[config.mk]
export PLATFORM = sky130hd
export DESIGN_NAME = cto_obs_core
export DESIGN_NICKNAME = d
export VERILOG_FILES = /design/src/inc/cto_pkg.sv /design/src/core/cto_obs_core.sv
export SDC_FILE = /design/constraint.sdc
export NUM_CORES = 1
export LEC_CHECK = 0
export ABC_AREA = 1
export BUFFER_PORTS_ARGS = -buffer_cell sky130_fd_sc_hd__buf_2
export CAP_MARGIN = 0
export CORE_ASPECT_RATIO = 0.9
export CORE_MARGIN = 5
export CORE_UTILIZATION = 41
export CTS_BUF_LIST = sky130_fd_sc_hd__clkbuf_8
export CTS_CLUSTER_DIAMETER = 120
export CTS_CLUSTER_SIZE = 8
export DETAILED_ROUTE_END_ITERATION = 16
export GPL_TIMING_DRIVEN = 1
export PLACE_DENSITY = 0.93
export SLEW_MARGIN = 15
export SYNTH_ARGS = -nofsm -noshare
export SYNTH_HDL_FRONTEND = slang
export SYNTH_SLANG_ARGS = --single-unit
[constraint.sdc]
create_clock -name sys_clk -period 1.5 [get_ports sys_clk]
set_clock_uncertainty 0.05 [all_clocks]
set_input_delay 0 -clock sys_clk [delete_from_list [all_inputs] [get_ports sys_clk]]
set_output_delay 0 -clock sys_clk [all_outputs]
set_load 0.01 [all_outputs]
[src/inc/cto_pkg.sv]
// Constants, carriers and power state codes for the observation bus.
package cto_pkg;
	// Width of the observation bus.
	localparam int OBS_W = 85;
	// Register byte offsets on the Wishbone slave.
	localparam logic [3:0] REG_CTRL = 4'h0;
	localparam logic [3:0] REG_STAT = 4'h4;
	localparam logic [3:0] REG_CHAN = 4'h8;
	// Control field positions and reset values.
	localparam int CTRL_EN_BIT = 0;
	localparam int CTRL_EP_BIT = 1;
	localparam logic CTRL_EN_RST = 1'h1;
	localparam logic CTRL_EP_RST = 1'h1;
	// Legacy power state codes.
	localparam logic [3:0] LPC_RESET = 4'h0;
	localparam logic [3:0] LPC_ACTIVE = 4'h1;
	localparam logic [3:0] LPC_L1_IN0 = 4'h2;
	localparam logic [3:0] LPC_L1_IN1 = 4'h3;
	localparam logic [3:0] LPC_ACT_IN = 4'h4;
	localparam logic [3:0] LPC_ACT_WT = 4'h5;
	localparam logic [3:0] LPC_DEEP_IN0 = 4'h6;
	localparam logic [3:0] LPC_DEEP_IN1 = 4'h7;
	localparam logic [3:0] LPC_DEEP_RDY = 4'h8;
	// Legacy power states as the core's state machine holds them.
	typedef enum logic [3:0] {
		LPS_RESET, LPS_ACTIVE, LPS_L1_IN0, LPS_L1_IN1, LPS_ACT_IN,
		LPS_ACT_WT, LPS_DEEP_IN0, LPS_DEEP_IN1, LPS_DEEP_RDY
	} cto_lps_t;
	// Receive side sequencing and header capture.
	typedef struct packed {
		logic [23:0] req_id;
		logic [7:0] type_fmt;
		logic hdr_lo_vld;
		logic hdr_hi_vld;
		logic pay_vld;
		logic seq_strobe;
	} cto_rx_t;
	// Transmit side handshake between the two layers.
	typedef struct packed {
		logic tl_req;
		logic dl_ack;
		logic dl_data_req;
		logic nullify;
		logic [7:0] channel_arbitration_result;
		logic tx_strobe;
	} cto_tx_t;
	// Power management view.
	typedef struct packed {
		cto_lps_t legacy_power_state;
		logic pme_sent;
		logic pme_resent;
		logic inhibit_tx;
		logic [3:0] ltssm_req;
		logic [1:0] ltssm_evt;
		logic power_event_msg_dropped;
	} cto_pm_t;
	// Link, channel and physical error view.
	typedef struct packed {
		logic link_up;
		logic datalink_active;
		logic [6:0] channel_enable_mask;
		logic [7:0] channel_init_done;
		logic [1:0] phy_err;
	} cto_lnk_t;
endpackage

[src/core/cto_obs_core.sv]
// Observation bus packer with a small Wishbone control slave.
//
// Chosen here: register access over Wishbone and the register addresses.
module cto_obs_core
(
	input wire logic sys_clk,
	input wire logic rst_n,
	input wire cto_pkg::cto_rx_t rx_i,
	input wire cto_pkg::cto_tx_t tx_i,
	input wire cto_pkg::cto_pm_t pm_i,
	input wire cto_pkg::cto_lnk_t lnk_i,
	input wire logic wb_cyc_i,
	input wire logic wb_stb_i,
	input wire logic wb_we_i,
	input wire logic [3:0] wb_adr_i,
	input wire logic [3:0] wb_sel_i,
	input wire logic [31:0] wb_dat_i,
	output logic [31:0] wb_dat_o,
	output logic wb_ack_o,
	output logic [cto_pkg::OBS_W-1:0] obs_bus
);

	// Observation bus register; the only path to the pins.
	logic [cto_pkg::OBS_W-1:0] obs_ff;
	// Next value of the observation bus.
	logic [cto_pkg::OBS_W-1:0] nxt_obs;
	// Control: bus enable and endpoint mode.
	logic ctrl_en_ff;
	logic ctrl_ep_ff;
	// Wishbone answer registers.
	logic ack_ff;
	logic [31:0] rdat_ff;
	logic [31:0] nxt_rdat;
	// Power state code after mapping.
	logic [3:0] lps_code;

	// Named decode wires.
	wire rx_live;
	wire [23:0] id_field;
	wire bus_req;
	wire wr_ctrl;
	wire hit_ctrl;
	wire hit_stat;
	wire hit_chan;
	wire [31:0] ctrl_word;
	wire [31:0] stat_word;
	wire [31:0] chan_word;
	wire [1:0] ep_flags;
	wire drop_flag;

	// Receive fields only carry meaning in a strobe cycle, so they
	// are zeroed otherwise to make a stale value obvious to monitors.
	assign rx_live = rx_i.seq_strobe;

	// Header-first cycles reuse the top byte for type and format.
	assign id_field = rx_i.hdr_lo_vld ?
		{rx_i.type_fmt, rx_i.req_id[15:0]} :
		rx_i.req_id;

	// Power event flags exist only when the core is an endpoint.
	assign ep_flags = ctrl_ep_ff ?
		{pm_i.pme_resent, pm_i.pme_sent} : 2'h0;

	// Only a root port stores received power event messages.
	assign drop_flag = pm_i.power_event_msg_dropped & ~ctrl_ep_ff;

	// The state machine enum maps onto the printed codes; the code
	// 0110b was printed twice, so the wait state takes 0101b.
	always_comb
	begin
		case (pm_i.legacy_power_state)
			cto_pkg::LPS_RESET: lps_code = cto_pkg::LPC_RESET;
			cto_pkg::LPS_ACTIVE: lps_code = cto_pkg::LPC_ACTIVE;
			cto_pkg::LPS_L1_IN0: lps_code = cto_pkg::LPC_L1_IN0;
			cto_pkg::LPS_L1_IN1: lps_code = cto_pkg::LPC_L1_IN1;
			cto_pkg::LPS_ACT_IN: lps_code = cto_pkg::LPC_ACT_IN;
			cto_pkg::LPS_ACT_WT: lps_code = cto_pkg::LPC_ACT_WT;
			cto_pkg::LPS_DEEP_IN0: lps_code = cto_pkg::LPC_DEEP_IN0;
			cto_pkg::LPS_DEEP_IN1: lps_code = cto_pkg::LPC_DEEP_IN1;
			cto_pkg::LPS_DEEP_RDY: lps_code = cto_pkg::LPC_DEEP_RDY;
			default: lps_code = cto_pkg::LPC_RESET;
		endcase
	end

	// Assemble the whole bus. When software disables observation the
	// bus reads all zero; the core itself never sees this logic.
	always_comb
	begin
		nxt_obs = '0;
		if (ctrl_en_ff)
		begin
			if (rx_live)
			begin
				nxt_obs[0] = rx_i.hdr_lo_vld;
				nxt_obs[1] = rx_i.hdr_hi_vld;
				nxt_obs[2] = rx_i.pay_vld;
				nxt_obs[37:14] = id_field;
			end
			nxt_obs[38] = rx_i.seq_strobe;
			nxt_obs[39] = tx_i.tl_req;
			nxt_obs[40] = tx_i.dl_ack;
			nxt_obs[41] = tx_i.dl_data_req;
			nxt_obs[42] = tx_i.nullify;
			nxt_obs[50:43] = tx_i.channel_arbitration_result;
			nxt_obs[51] = tx_i.tx_strobe;
			nxt_obs[55:52] = lps_code;
			nxt_obs[57:56] = ep_flags;
			nxt_obs[58] = pm_i.inhibit_tx;
			nxt_obs[62:59] = pm_i.ltssm_req;
			nxt_obs[64:63] = pm_i.ltssm_evt;
			nxt_obs[65] = drop_flag;
			nxt_obs[66] = lnk_i.link_up;
			nxt_obs[67] = lnk_i.datalink_active;
			nxt_obs[74:68] = lnk_i.channel_enable_mask;
			nxt_obs[82:75] = lnk_i.channel_init_done;
			nxt_obs[84:83] = lnk_i.phy_err;
		end
	end

	// One register stage keeps the bus glitch free and off the core's
	// timing paths; monitors see everything one cycle late.
	always_ff @(posedge sys_clk)
	begin
		if (!rst_n)
			obs_ff <= '0;
		else
			obs_ff <= nxt_obs;
	end

	// Wishbone decode: a new request is one not yet answered.
	assign bus_req = wb_cyc_i & wb_stb_i & ~ack_ff;
	assign hit_ctrl = (wb_adr_i == cto_pkg::REG_CTRL);
	assign hit_stat = (wb_adr_i == cto_pkg::REG_STAT);
	assign hit_chan = (wb_adr_i == cto_pkg::REG_CHAN);
	assign wr_ctrl = bus_req & wb_we_i & hit_ctrl & wb_sel_i[0];

	// Read words; status reflects what the bus currently shows.
	assign ctrl_word = {30'h0, ctrl_ep_ff, ctrl_en_ff};
	assign stat_word = {24'h0, obs_ff[84:83], obs_ff[67:66],
		obs_ff[55:52]};
	assign chan_word = {16'h0, obs_ff[82:75], 1'h0, obs_ff[74:68]};

	// Unmapped addresses read as zero and ignore writes.
	always_comb
	begin
		if (hit_ctrl)
			nxt_rdat = ctrl_word;
		else if (hit_stat)
			nxt_rdat = stat_word;
		else if (hit_chan)
			nxt_rdat = chan_word;
		else
			nxt_rdat = 32'h0;
	end

	// Control register; only the low byte lane holds fields.
	always_ff @(posedge sys_clk)
	begin
		if (!rst_n)
		begin
			ctrl_en_ff <= cto_pkg::CTRL_EN_RST;
			ctrl_ep_ff <= cto_pkg::CTRL_EP_RST;
		end
		else if (wr_ctrl)
		begin
			ctrl_en_ff <= wb_dat_i[cto_pkg::CTRL_EN_BIT];
			ctrl_ep_ff <= wb_dat_i[cto_pkg::CTRL_EP_BIT];
		end
	end

	// Answer every request one cycle after it appears, then drop ack
	// for a cycle so a request released on the ack is not answered twice.
	always_ff @(posedge sys_clk)
	begin
		if (!rst_n)
		begin
			ack_ff <= 1'h0;
			rdat_ff <= 32'h0;
		end
		else
		begin
			ack_ff <= bus_req;
			if (bus_req)
				rdat_ff <= nxt_rdat;
		end
	end

	// Outputs straight from the registers.
	assign obs_bus = obs_ff;
	assign wb_ack_o = ack_ff;
	assign wb_dat_o = rdat_ff;
endmodule

==> Flow_metrics.wiki, run 1 <==
{| class="wikitable"
! Metric !! Value
|-
| Run status || finished, final reports clean
|-
| Number of synthesized register bits || 93
|-
| Worst min path class || input pin to flip-flop
|-
| Starting Density || 42.3%
|-
| Number of global-route vias before repair || 3732
|-
| Relative max-transition margin || 65.6%
|-
| Distinct cell type count of the synthesized netlist || 21
|-
| Placed inst area || 4130 um2
|-
| Maximum number of pins on one net before global-route repair || 29
|-
| Standard cell core area || 7620 um2
|-
| Register cell area after layout || 1860 um2
|-
| Count of max-cap constraint violations || 0
|-
| Number of buffers inserted during clock tree synthesis || 9
|-
| Total power draw || 4.94 mW
|-
| Worst skew pair latency || 350 ps
|-
| Footprint of the multi-input gates || 922 um2
|-
| Antenna-violating nets left || 0
|-
| Detail-routed via count per cell || 4.48
|-
| Drt total wl || 11600 um
|-
| CTS H-Tree Depth || 3
|-
| Total congestion overflow after global routing || 0
|-
| Largest area contributor in the synthesized netlist || sky130_fd_sc_hd__dfxtp_1
|-
| Wire length of the first global-routing pass || 18300 um
|-
| Post-Synthesis Mean Instance Area || 8.27 um2
|-
| Sink Count || 93
|-
| WL per Instance || 15.1 um
|-
| Top post-synthesis cells by count || sky130_fd_sc_hd__dfxtp_1, sky130_fd_sc_hd__inv_1, sky130_fd_sc_hd__nor2_1
|-
| Minimum clock period after layout || 1410 ps
|-
| CP Launch Type || input pin
|-
| Netlist Area Pre-Place || 3230 um2
|-
| Violation count after the first detailed-route iteration || 128
|-
| Layout overhead on the synthesized area || 61.5%
|-
| Aggregate global-route resource usage || 23.4%
|-
| Final Hold Viols || 0
|-
| Via count || 3433
|-
| Chip height || 94.2 um
|-
| Most used standard cell by instance count after synthesis || sky130_fd_sc_hd__dfxtp_1
|-
| Setup total negative slack || 0 ps
|-
| Boundary pin count || 245
|-
| Async S/R FF share, synth || 0%
|-
| Largest fanout on the critical path || 5
|-
| Die outline area || 9750 um2
|-
| Number of nets at the end of the flow || 791
|-
| Highest attainable clock frequency || 711 MHz
|-
| Dominant register cell in the synthesized netlist || sky130_fd_sc_hd__dfxtp_1
|-
| Crit share post-route || 93.7%
|-
| TritonCTS clock tree || built
|-
| Peak supply drop || 0.000666 V
|-
| Area share of the largest cell type after synthesis || 57.7%
|-
| Horizontal die dimension || 104 um
|-
| Count of TritonRoute iterations in the first routing pass || 6
|-
| Fillers || 588
|-
| FP Rows || 30
|-
| Area contributors post-synth || sky130_fd_sc_hd__dfxtp_1, sky130_fd_sc_hd__inv_1, sky130_fd_sc_hd__nor2_1
|-
| Slew at the pin closest to its max-slew limit || 515 ps
|-
| Final setup fails || 0
|-
| Root buffer cell || sky130_fd_sc_hd__clkbuf_8
|-
| Post-route DRC violation count || 0
|-
| Crit. End Element || flip-flop
|-
| Clock buffer depth || 2
|-
| Post-synthesis cell count || 390
|-
| Final non-filler cell area || 5210 um2
|-
| Power per cell area || 948 nW/um2
|-
| Number of buffer cells added on primary ports || 184
|-
| Leak pwr || 2.88 nW
|-
| Required time of the worst setup path || 1740 ps
|-
| RSZ-0062 raised after global routing || false
|-
| Fraction of final layout cells sized beyond drive strength 1 || 32.1%
|-
| Detailed placement HPWL || 7210 um
|-
| Number of synthesized flops with an enable pin || 0
|-
| Sequential element share of the synthesized area || 57.7%
|-
| Yosys Warn Count || 0
|-
| Arrival time of data at the critical path endpoint || 1640 ps
|-
| Number of antenna violations at the first check in global routing || 0
|-
| Final Wtd Congestion || 0.763
|-
| Critical path class || input pin to flip-flop
|-
| Max-slew violations || 0
|-
| Clock slew at the register clock pins of the worst setup and hold paths || 90 ps
|}
[flip-flops by register name, indices dropped and copies added (netlist names)]
| signal | count |
|---|---|
| obs_bus | 74 |
| wb_dat_o | 16 |
| ctrl_en_ff | 1 |
| ctrl_ep_ff | 1 |
| wb_ack_o | 1 |
[layout by cell type, fill, tap and decap left out]
master	Yosys	final
sky130_fd_sc_hd__o211ai_1	1	1
sky130_fd_sc_hd__inv_2	3	3
sky130_fd_sc_hd__buf_4	28	5
sky130_fd_sc_hd__clkinvlp_4	0	1
sky130_fd_sc_hd__nor2_1	65	65
sky130_fd_sc_hd__nor2_4	4	4
sky130_fd_sc_hd__dfxtp_1	93	92
sky130_fd_sc_hd__clkinv_1	1	1
sky130_fd_sc_hd__diode_2	0	2
sky130_fd_sc_hd__nor3b_1	2	2
sky130_fd_sc_hd__conb_1	1	27
sky130_fd_sc_hd__nand4_1	7	7
sky130_fd_sc_hd__inv_1	68	70
sky130_fd_sc_hd__or2_2	1	1
sky130_fd_sc_hd__bufinv_16	0	1
sky130_fd_sc_hd__dfxtp_2	0	1
sky130_fd_sc_hd__inv_6	0	1
sky130_fd_sc_hd__nand3_1	25	25
sky130_fd_sc_hd__nand2_1	52	52
sky130_fd_sc_hd__clkinv_4	0	1
sky130_fd_sc_hd__clkbuf_8	0	9
sky130_fd_sc_hd__nand2_2	3	3
sky130_fd_sc_hd__a21oi_1	23	23
sky130_fd_sc_hd__buf_2	6	184
sky130_fd_sc_hd__nor3_1	1	1
sky130_fd_sc_hd__clkinv_2	0	1
sky130_fd_sc_hd__dlygate4sd3_1	0	88
[power breakdown]
part | internal (mW) | switching [mW] | total, mW
clock network | 0.765 | 0.838 | 1.60
logic | 0.362 | 0.368 | 0.730
registers | 2.57 | 0.0379 | 2.61
total | 3.70 | 1.24 | 4.94
[layer usage]
metal | vias up | track usage (%) | routed length (um)
li1 | 1651 | - | -
met1 | 1536 | 22.1 | 3890
met2 | 195 | 41.6 | 5930
met3 | 51 | 10.4 | 1170
met4 | 0 | 14.6 | 622
met5 | - | 0 | 0
[final cells by class]
class	count	share of cell area (%)
timing repair buffer	277	35.3
clock inverter	7	1.30
sequential	93	35.8
clock buffer	9	2.38
multi-input combinational	211	17.7
antenna	2	0.0960
inverter	72	5.19
tap	96	2.30
[what timing repair did]
item / 4_1_cts / 5_1_grt
buffers inserted: 0 / 0
resized for setup: 0 / 1
endpoints found under the hold margin: 76 / 0
hold buffers: 88 / 0
setup endpoints to repair: 0 / 1
[cell families after synthesis]
| logic type | synth area share [%] |
|---|---|
| compound gates | 3.80 |
| buf+inv | 16.8 |
| flops | 57.7 |
| other cells | 0.116 |
| simple gates | 21.6 |
[metrics by stage]
| step | hold WS, ps | util, % | worst slack, ps | std cells |
|---|---|---|---|---|
| final | 17.2 | 68.4 | 93.9 | 767 |
| after global routing | 12.5 | 68.3 | 2.64 | 765 |
| after CTS | 1.37 | 68.3 | 76.9 | 765 |
| after detailed placement | 137 | 54.2 | 283 | 661 |
| after global placement | 128 | 54.2 | 302 | 661 |
| after floorplan | 26.5 | - | 386 | 416 |
[final timing paths]
check	from	end	cells past startpoint	slack (ps)
hold reg to reg	wb_dat_o[3]	wb_dat_o[3]	2	420
setup reg to reg	ctrl_en_ff	obs_bus[55]	5	100
hold / removal	wb_stb_i	wb_dat_o[2]	5	20
setup / recovery	rst_n	obs_bus[55]	7	90
[worst max-delay path, cell delays in order]
cell and delay [ps]:
sky130_fd_sc_hd__dlygate4sd3_1 520, sky130_fd_sc_hd__buf_2 160, sky130_fd_sc_hd__nand2_2 110, sky130_fd_sc_hd__inv_2 80
sky130_fd_sc_hd__nand3_1 60, sky130_fd_sc_hd__nor3_1 140, sky130_fd_sc_hd__dlygate4sd3_1 570
No activity file was read; power rests on OpenSTA's default activity.
==> run 2, diff against run 1 <==
--- a/config.mk
+++ b/config.mk
@@ -5,7 +5,6 @@
 export SDC_FILE = /design/constraint.sdc
 export NUM_CORES = 1
 export LEC_CHECK = 0
-export ABC_AREA = 1
 export BUFFER_PORTS_ARGS = -buffer_cell sky130_fd_sc_hd__buf_2
 export CAP_MARGIN = 0
 export CORE_ASPECT_RATIO = 0.9
==> run 2 against run 1 <==
Net effect:
- cell area about the same
- largest cell class unchanged
- fmax is 1.8% lower
- critical endpoint is now obs_bus[31]
- synthesized area up 1.0%
- sequential share of layout area hardly changed
- highest routed layer is now met5
- hold slack improved by 13 ps
- global-route usage fell by 1.5 points
- worst setup slack got worse by 26 ps
==> Flow_metrics.wiki, run 2 <==
{| class="wikitable"
! Metric !! Value
|-
| Required time of the worst setup path || 1680 ps
|-
| Worst skew pair latency || 350 ps
|-
| Worst path setup slack after routing || 68.0 ps
|-
| Number of synthesized register bits || 93
|-
| Most common cell after layout, fill and taps aside || sky130_fd_sc_hd__buf_2
|-
| CTS H-Tree Depth || 3
|-
| Root buffer cell || sky130_fd_sc_hd__clkbuf_8
|-
| Peak supply drop || 0.000675 V
|-
| Detailed placement HPWL || 6960 um
|-
| Violation count after the first detailed-route iteration || 127
|-
| Comb pwr share || 14.4%
|-
| FP Rows || 30
|-
| Number of antenna violations at the first check in global routing || 1
|-
| Setup total negative slack || 0 ps
|-
| Switching power || 1.19 mW
|-
| Final Wtd Congestion || 0.756
|-
| Number of standard cells in the layout, taps in and fillers out || 675
|-
| Post-Synthesis Mean Instance Area || 10.6 um2
|-
| Area contributors post-synth || sky130_fd_sc_hd__dfxtp_1, sky130_fd_sc_hd__and3_1, sky130_fd_sc_hd__buf_4
|-
| Detail-routed via count per cell || 4.72
|-
| Final Hold Viols || 0
|-
| Standard cell core area || 7660 um2
|-
| TritonCTS clock tree || built
|-
| Count of TritonRoute iterations in the first routing pass || 5
|-
| Leak pwr || 2.82 nW
|-
| Top post-synthesis cells by count || sky130_fd_sc_hd__dfxtp_1, sky130_fd_sc_hd__and3_1, sky130_fd_sc_hd__buf_4
|-
| Aggregate global-route resource usage || 21.9%
|-
| Clock buffer depth || 2
|-
| Die outline area || 9840 um2
|-
| Power per cell area || 952 nW/um2
|-
| Via count || 3183
|-
| Sequential fraction of design power || 52.4%
|-
| Clock slew at the register clock pins of the worst setup and hold paths || 80 ps
|-
| Distinct cell type count of the synthesized netlist || 33
|-
| Horizontal die dimension || 104 um
|-
| Diodes inserted || 0
|-
| Fraction of final layout cells sized beyond drive strength 1 || 37.3%
|-
| Antenna-violating nets left || 0
|-
| Critical path class || input pin to flip-flop
|-
| Number of cells after detailed placement || 573
|-
| Hold Path Depth || 3
|-
| Number of buffers inserted to repair setup after CTS || 0
|-
| Wire length of the first global-routing pass || 17300 um
|-
| Highest attainable clock frequency || 698 MHz
|-
| Sequential element share of the synthesized area || 57.1%
|-
| Layout overhead on the synthesized area || 59.8%
|-
| Starting Density || 42.6%
|-
| Number of flip-flops in the largest register || 74
|-
| Async S/R FF share, synth || 0%
|-
| Yosys Warn Count || 0
|-
| CP Launch Type || input pin
|-
| Fraction of power spent switching nets || 24.0%
|-
| Number of synthesized flops with an enable pin || 0
|-
| Final non-filler cell area || 5210 um2
|-
| Most used standard cell by instance count after synthesis || sky130_fd_sc_hd__dfxtp_1
|-
| Run status || finished, final reports clean
|-
| Worst-case reg-to-reg path depth || 4
|-
| Number of buffers inserted during clock tree synthesis || 9
|-
| Crit. End Element || flip-flop
|-
| Largest area contributor in the synthesized netlist || sky130_fd_sc_hd__dfxtp_1
|-
| Number of global-route vias before repair || 3373
|-
| Boundary pin count || 245
|-
| Total congestion overflow after global routing || 0
|-
| Internal Dissipation || 3.77 mW
|-
| Drt total wl || 10800 um
|-
| Netlist Area Pre-Place || 3260 um2
|-
| Largest fanout on the critical path || 9
|-
| Post-route DRC violation count || 0
|-
| Total power draw || 4.96 mW
|-
| Count of max-cap constraint violations || 0
|-
| Clock Power Share || 33.2%
|-
| Chip height || 94.6 um
|-
| Number of buffer cells added on primary ports || 184
|-
| Pre-CTS setup slack || 218 ps
|-
| Area share of the largest cell type after synthesis || 57.1%
|-
| Sink Count || 93
|-
| Maximum number of pins on one net before global-route repair || 49
|-
| Max-slew violations || 0
|-
| Number of nets at the end of the flow || 701
|-
| Final setup fails || 0
|-
| Crit share post-route || 95.5%
|-
| Placed inst area || 4140 um2
|-
| RSZ-0062 raised after global routing || false
|-
| WL per Instance || 16.0 um
|-
| Minimum clock period after layout || 1430 ps
|-
| Commonest cells after routing, fill and taps aside || sky130_fd_sc_hd__buf_2, sky130_fd_sc_hd__dfxtp_1, sky130_fd_sc_hd__dlygate4sd3_1, sky130_fd_sc_hd__and3_1, sky130_fd_sc_hd__conb_1
|-
| Worst min path class || input pin to flip-flop
|-
| Post-synthesis cell count || 308
|-
| Dominant register cell in the synthesized netlist || sky130_fd_sc_hd__dfxtp_1
|-
| Arrival time of data at the critical path endpoint || 1610 ps
|}
==> run 2: cell count changes after synthesis, moves of 4 or more <==
cell	delta
sky130_fd_sc_hd__nand3_1	-15
sky130_fd_sc_hd__nand2_1	-36
sky130_fd_sc_hd__and3b_1	+11
sky130_fd_sc_hd__nand4_1	-4
sky130_fd_sc_hd__and3_1	+63
sky130_fd_sc_hd__buf_1	-4
sky130_fd_sc_hd__o211ai_1	+4
sky130_fd_sc_hd__clkbuf_1	+9
sky130_fd_sc_hd__mux2i_1	+8
sky130_fd_sc_hd__a21oi_1	-21
sky130_fd_sc_hd__nor2_1	-56
sky130_fd_sc_hd__a21boi_1	+6
sky130_fd_sc_hd__o21ai_1	+8
sky130_fd_sc_hd__inv_1	-65
==> run 2: through the flow <==
step	hold WS (ps)	util (%)
3_3_place_gp	126	54.1
2_1_floorplan	25.8	-
5_1_grt	20.6	68.0
3_5_place_dp	141	54.1
6_report	30.6	68.0
4_1_cts	2.62	68.0
==> run 2: critical path, stage by stage <==
cell and delay (ps):
sky130_fd_sc_hd__dlygate4sd3_1 520, sky130_fd_sc_hd__clkbuf_4 230, sky130_fd_sc_hd__mux2i_1 250, sky130_fd_sc_hd__dlygate4sd3_1 570, sky130_fd_sc_hd__nor2_1 40
==> run 2: power groups by stage <==
stage          Combinational [mW]  Sequential, mW  Clock (mW)
3_3_place_gp                0.492            2.65           0
5_1_grt                     0.774            2.61        1.81
2_1_floorplan               0.252            2.71           0
6_report                    0.714            2.60        1.65
4_1_cts                     0.692            2.60        1.71
3_5_place_dp                0.510            2.66           0
==> run 2: per-layer routing <==
metal	wire length (um)	vias up	track usage, %
li1	-	1534	-
met2	5340	165	38.5
met3	971	28	8.48
met1	4160	1454	24.3
met4	313	2	7.77
met5	13	-	0
==> run 2: what timing repair did <==
action | CTS | global route
endpoints found under the hold margin | 82 | 0
setup endpoints to repair | 0 | 4
resized for setup | 0 | 2
hold buffers | 86 | 0
==> run 2: cell type report <==
class                   count  area (um2)
inverters                   3        11.3
multi-input cells         190        1180
flip-flops and latches     93        1860
fillers                   605        2450
clock inverters             6        63.8
clock buffers              10         138
well taps                  96         120
repair buffers            277        1840
==> run 2: worst paths after layout <==
check / from / endpoint / slack [ps]
max: rx_i[3] / obs_bus[31] / 70
min: rst_n / ctrl_en_ff / 30
max reg2reg: wb_ack_o / wb_dat_o[2] / 200
min reg2reg: obs_bus[76] / wb_dat_o[9] / 410
==> run 2: logic make-up (layout without fill, tap and decap cells) <==
kind of cell	Yosys count	after routing	share of synthesized area, %
AOI/OAI and AO/OA	25	25	5.45
other	1	27	0.115
buffers and inverters	51	296	9.83
and+or+nand+nor	130	130	25.0
muxes	8	8	2.46
DFF	93	93	57.1
==> run 3, diff against run 2 <==
--- a/config.mk
+++ b/config.mk
@@ -15,7 +15,7 @@
 export CTS_CLUSTER_SIZE = 8
 export DETAILED_ROUTE_END_ITERATION = 16
 export GPL_TIMING_DRIVEN = 1
-export PLACE_DENSITY = 0.93
+export PLACE_DENSITY = 0.85
 export SLEW_MARGIN = 15
 export SYNTH_ARGS = -nofsm -noshare
 export SYNTH_HDL_FRONTEND = slang
==> run 3 against run 2 <==
Net effect:
- global-route usage is 0.32 points lower
- combinational power hardly changed
- sequential share of layout area grew 0.10 points
- clock-buffer cell count unchanged
- largest power group unchanged
==> Flow_metrics.wiki, run 3 (synthesized netlist as in run 2, its figures left out) <==
{| class="wikitable"
! Metric !! Value
|-
| Number of flip-flops in the largest register || 74
|-
| Die outline area || 9840 um2
|-
| Critical path class || input pin to flip-flop
|-
| Number of nets at the end of the flow || 699
|-
| Clock slew at the register clock pins of the worst setup and hold paths || 90 ps
|-
| Aggregate global-route resource usage || 21.6%
|-
| Crit share post-route || 98.8%
|-
| Peak supply drop || 0.000684 V
|-
| Run status || finished, final reports clean
|-
| Worst path setup slack after routing || 17.6 ps
|-
| Largest fanout on the critical path || 9
|-
| Layout overhead on the synthesized area || 59.4%
|-
| Leak pwr || 2.81 nW
|-
| Utilization after layout || 67.8%
|-
| Via count || 3254
|-
| CP Launch Type || input pin
|-
| Power per cell area || 962 nW/um2
|-
| Setup total negative slack || 0 ps
|-
| FP Rows || 30
|-
| Crit. End Element || flip-flop
|-
| TritonCTS clock tree || built
|-
| Starting Density || 42.6%
|-
| Highest attainable clock frequency || 675 MHz
|-
| Number of antenna violations at the first check in global routing || 0
|-
| Required time of the worst setup path || 1680 ps
|-
| Most common cell after layout, fill and taps aside || sky130_fd_sc_hd__buf_2
|-
| Drt total wl || 10800 um
|-
| Horizontal die dimension || 104 um
|-
| Minimum clock period after layout || 1480 ps
|-
| RSZ-0062 raised after global routing || false
|-
| Boundary pin count || 245
|-
| WL per Instance || 16.0 um
|-
| Number of buffer cells added on primary ports || 184
|-
| Detailed placement HPWL || 6520 um
|-
| Violation count after the first detailed-route iteration || 109
|-
| Root buffer cell || sky130_fd_sc_hd__clkbuf_8
|-
| Post-route DRC violation count || 0
|-
| Antenna-violating nets left || 0
|-
| Worst min path class || input pin to flip-flop
|-
| Commonest cells after routing, fill and taps aside || sky130_fd_sc_hd__buf_2, sky130_fd_sc_hd__dfxtp_1, sky130_fd_sc_hd__dlygate4sd3_1, sky130_fd_sc_hd__and3_1, sky130_fd_sc_hd__conb_1
|-
| Sink Count || 93
|-
| Final worst hold slack || 44.1 ps
|-
| Detail-routed via count per cell || 4.84
|-
| Final setup fails || 0
|-
| Final Wtd Congestion || 0.805
|-
| Wire length of the first global-routing pass || 16900 um
|-
| Chip height || 94.6 um
|-
| Number of buffers inserted during clock tree synthesis || 9
|-
| Diodes inserted || 0
|-
| Final Hold Viols || 0
|-
| Count of TritonRoute iterations in the first routing pass || 8
|-
| Number of buffers inserted to repair setup after CTS || 0
|-
| Number of global-route vias before repair || 3389
|-
| Arrival time of data at the critical path endpoint || 1670 ps
|-
| Standard cell core area || 7660 um2
|-
| Total congestion overflow after global routing || 0
|-
| CTS H-Tree Depth || 3
|-
| Count of max-cap constraint violations || 0
|-
| Maximum number of pins on one net before global-route repair || 42
|-
| Clock buffer depth || 2
|-
| Max-slew violations || 0
|-
| Fraction of final layout cells sized beyond drive strength 1 || 37.3%
|-
| Worst skew pair latency || 350 ps
|-
| Pre-CTS setup slack || 87.9 ps
|}
==> run 3: area by class of cell <==
type	instances	area, um2
Tap cell	96	120
Sequential cell	93	1860
Clock buffer	10	138
Inverter	3	11.3
Timing Repair Buffer	275	1820
Clock inverter	6	68.8
Fill cell	542	2460
Multi-Input combinational cell	190	1180
==> run 3: report_power, final <==
group	switching (mW)	internal, mW
registers	0.0337	2.57
logic	0.323	0.389
clock network	0.861	0.827
total	1.22	3.78
==> run 3: path summary, 6_finish.rpt <==
check	start	endpoint	slack (ps)	cells after the start
hold / removal	rst_n	ctrl_ep_ff	40	3
hold reg to reg	wb_dat_o[12]	wb_dat_o[12]	410	2
setup reg to reg	wb_ack_o	wb_dat_o[2]	170	4
setup / recovery	rx_i[3]	obs_bus[33]	20	5
==> run 3: metrics by stage <==
stage / cell area, um2 / cells / total power [mW]
2_1_floorplan: 3360 / 334 / 2.96
3_3_place_gp: 4130 / 571 / 3.14
3_5_place_dp: 4130 / 571 / 3.16
4_1_cts: 5190 / 673 / 5.02
5_1_grt: 5190 / 673 / 5.23
6_report: 5190 / 673 / 5.00
==> run 3: repair_timing <==
item | 4_1_cts | 5_1_grt
gates resized for setup | 0 | 1
endpoints found under the hold margin | 81 | 0
endpoints found under the setup margin | 0 | 9
hold buffers | 86 | 0
==> run 3: critical path: stages <==
cell and delay, ps:
sky130_fd_sc_hd__dlygate4sd3_1 530, sky130_fd_sc_hd__buf_2 270, sky130_fd_sc_hd__mux2i_1 240, sky130_fd_sc_hd__dlygate4sd3_1 580, sky130_fd_sc_hd__nor2_1 50
==> run 3: routing by layer <==
layer / vias up / GRT usage [%] / part of all wire (%)
met5: - / 0 / 0
met4: 0 / 11.1 / 3.9
met3: 38 / 9.77 / 9.5
met2: 189 / 38.2 / 50
met1: 1501 / 21.5 / 37
li1: 1526 / - / -
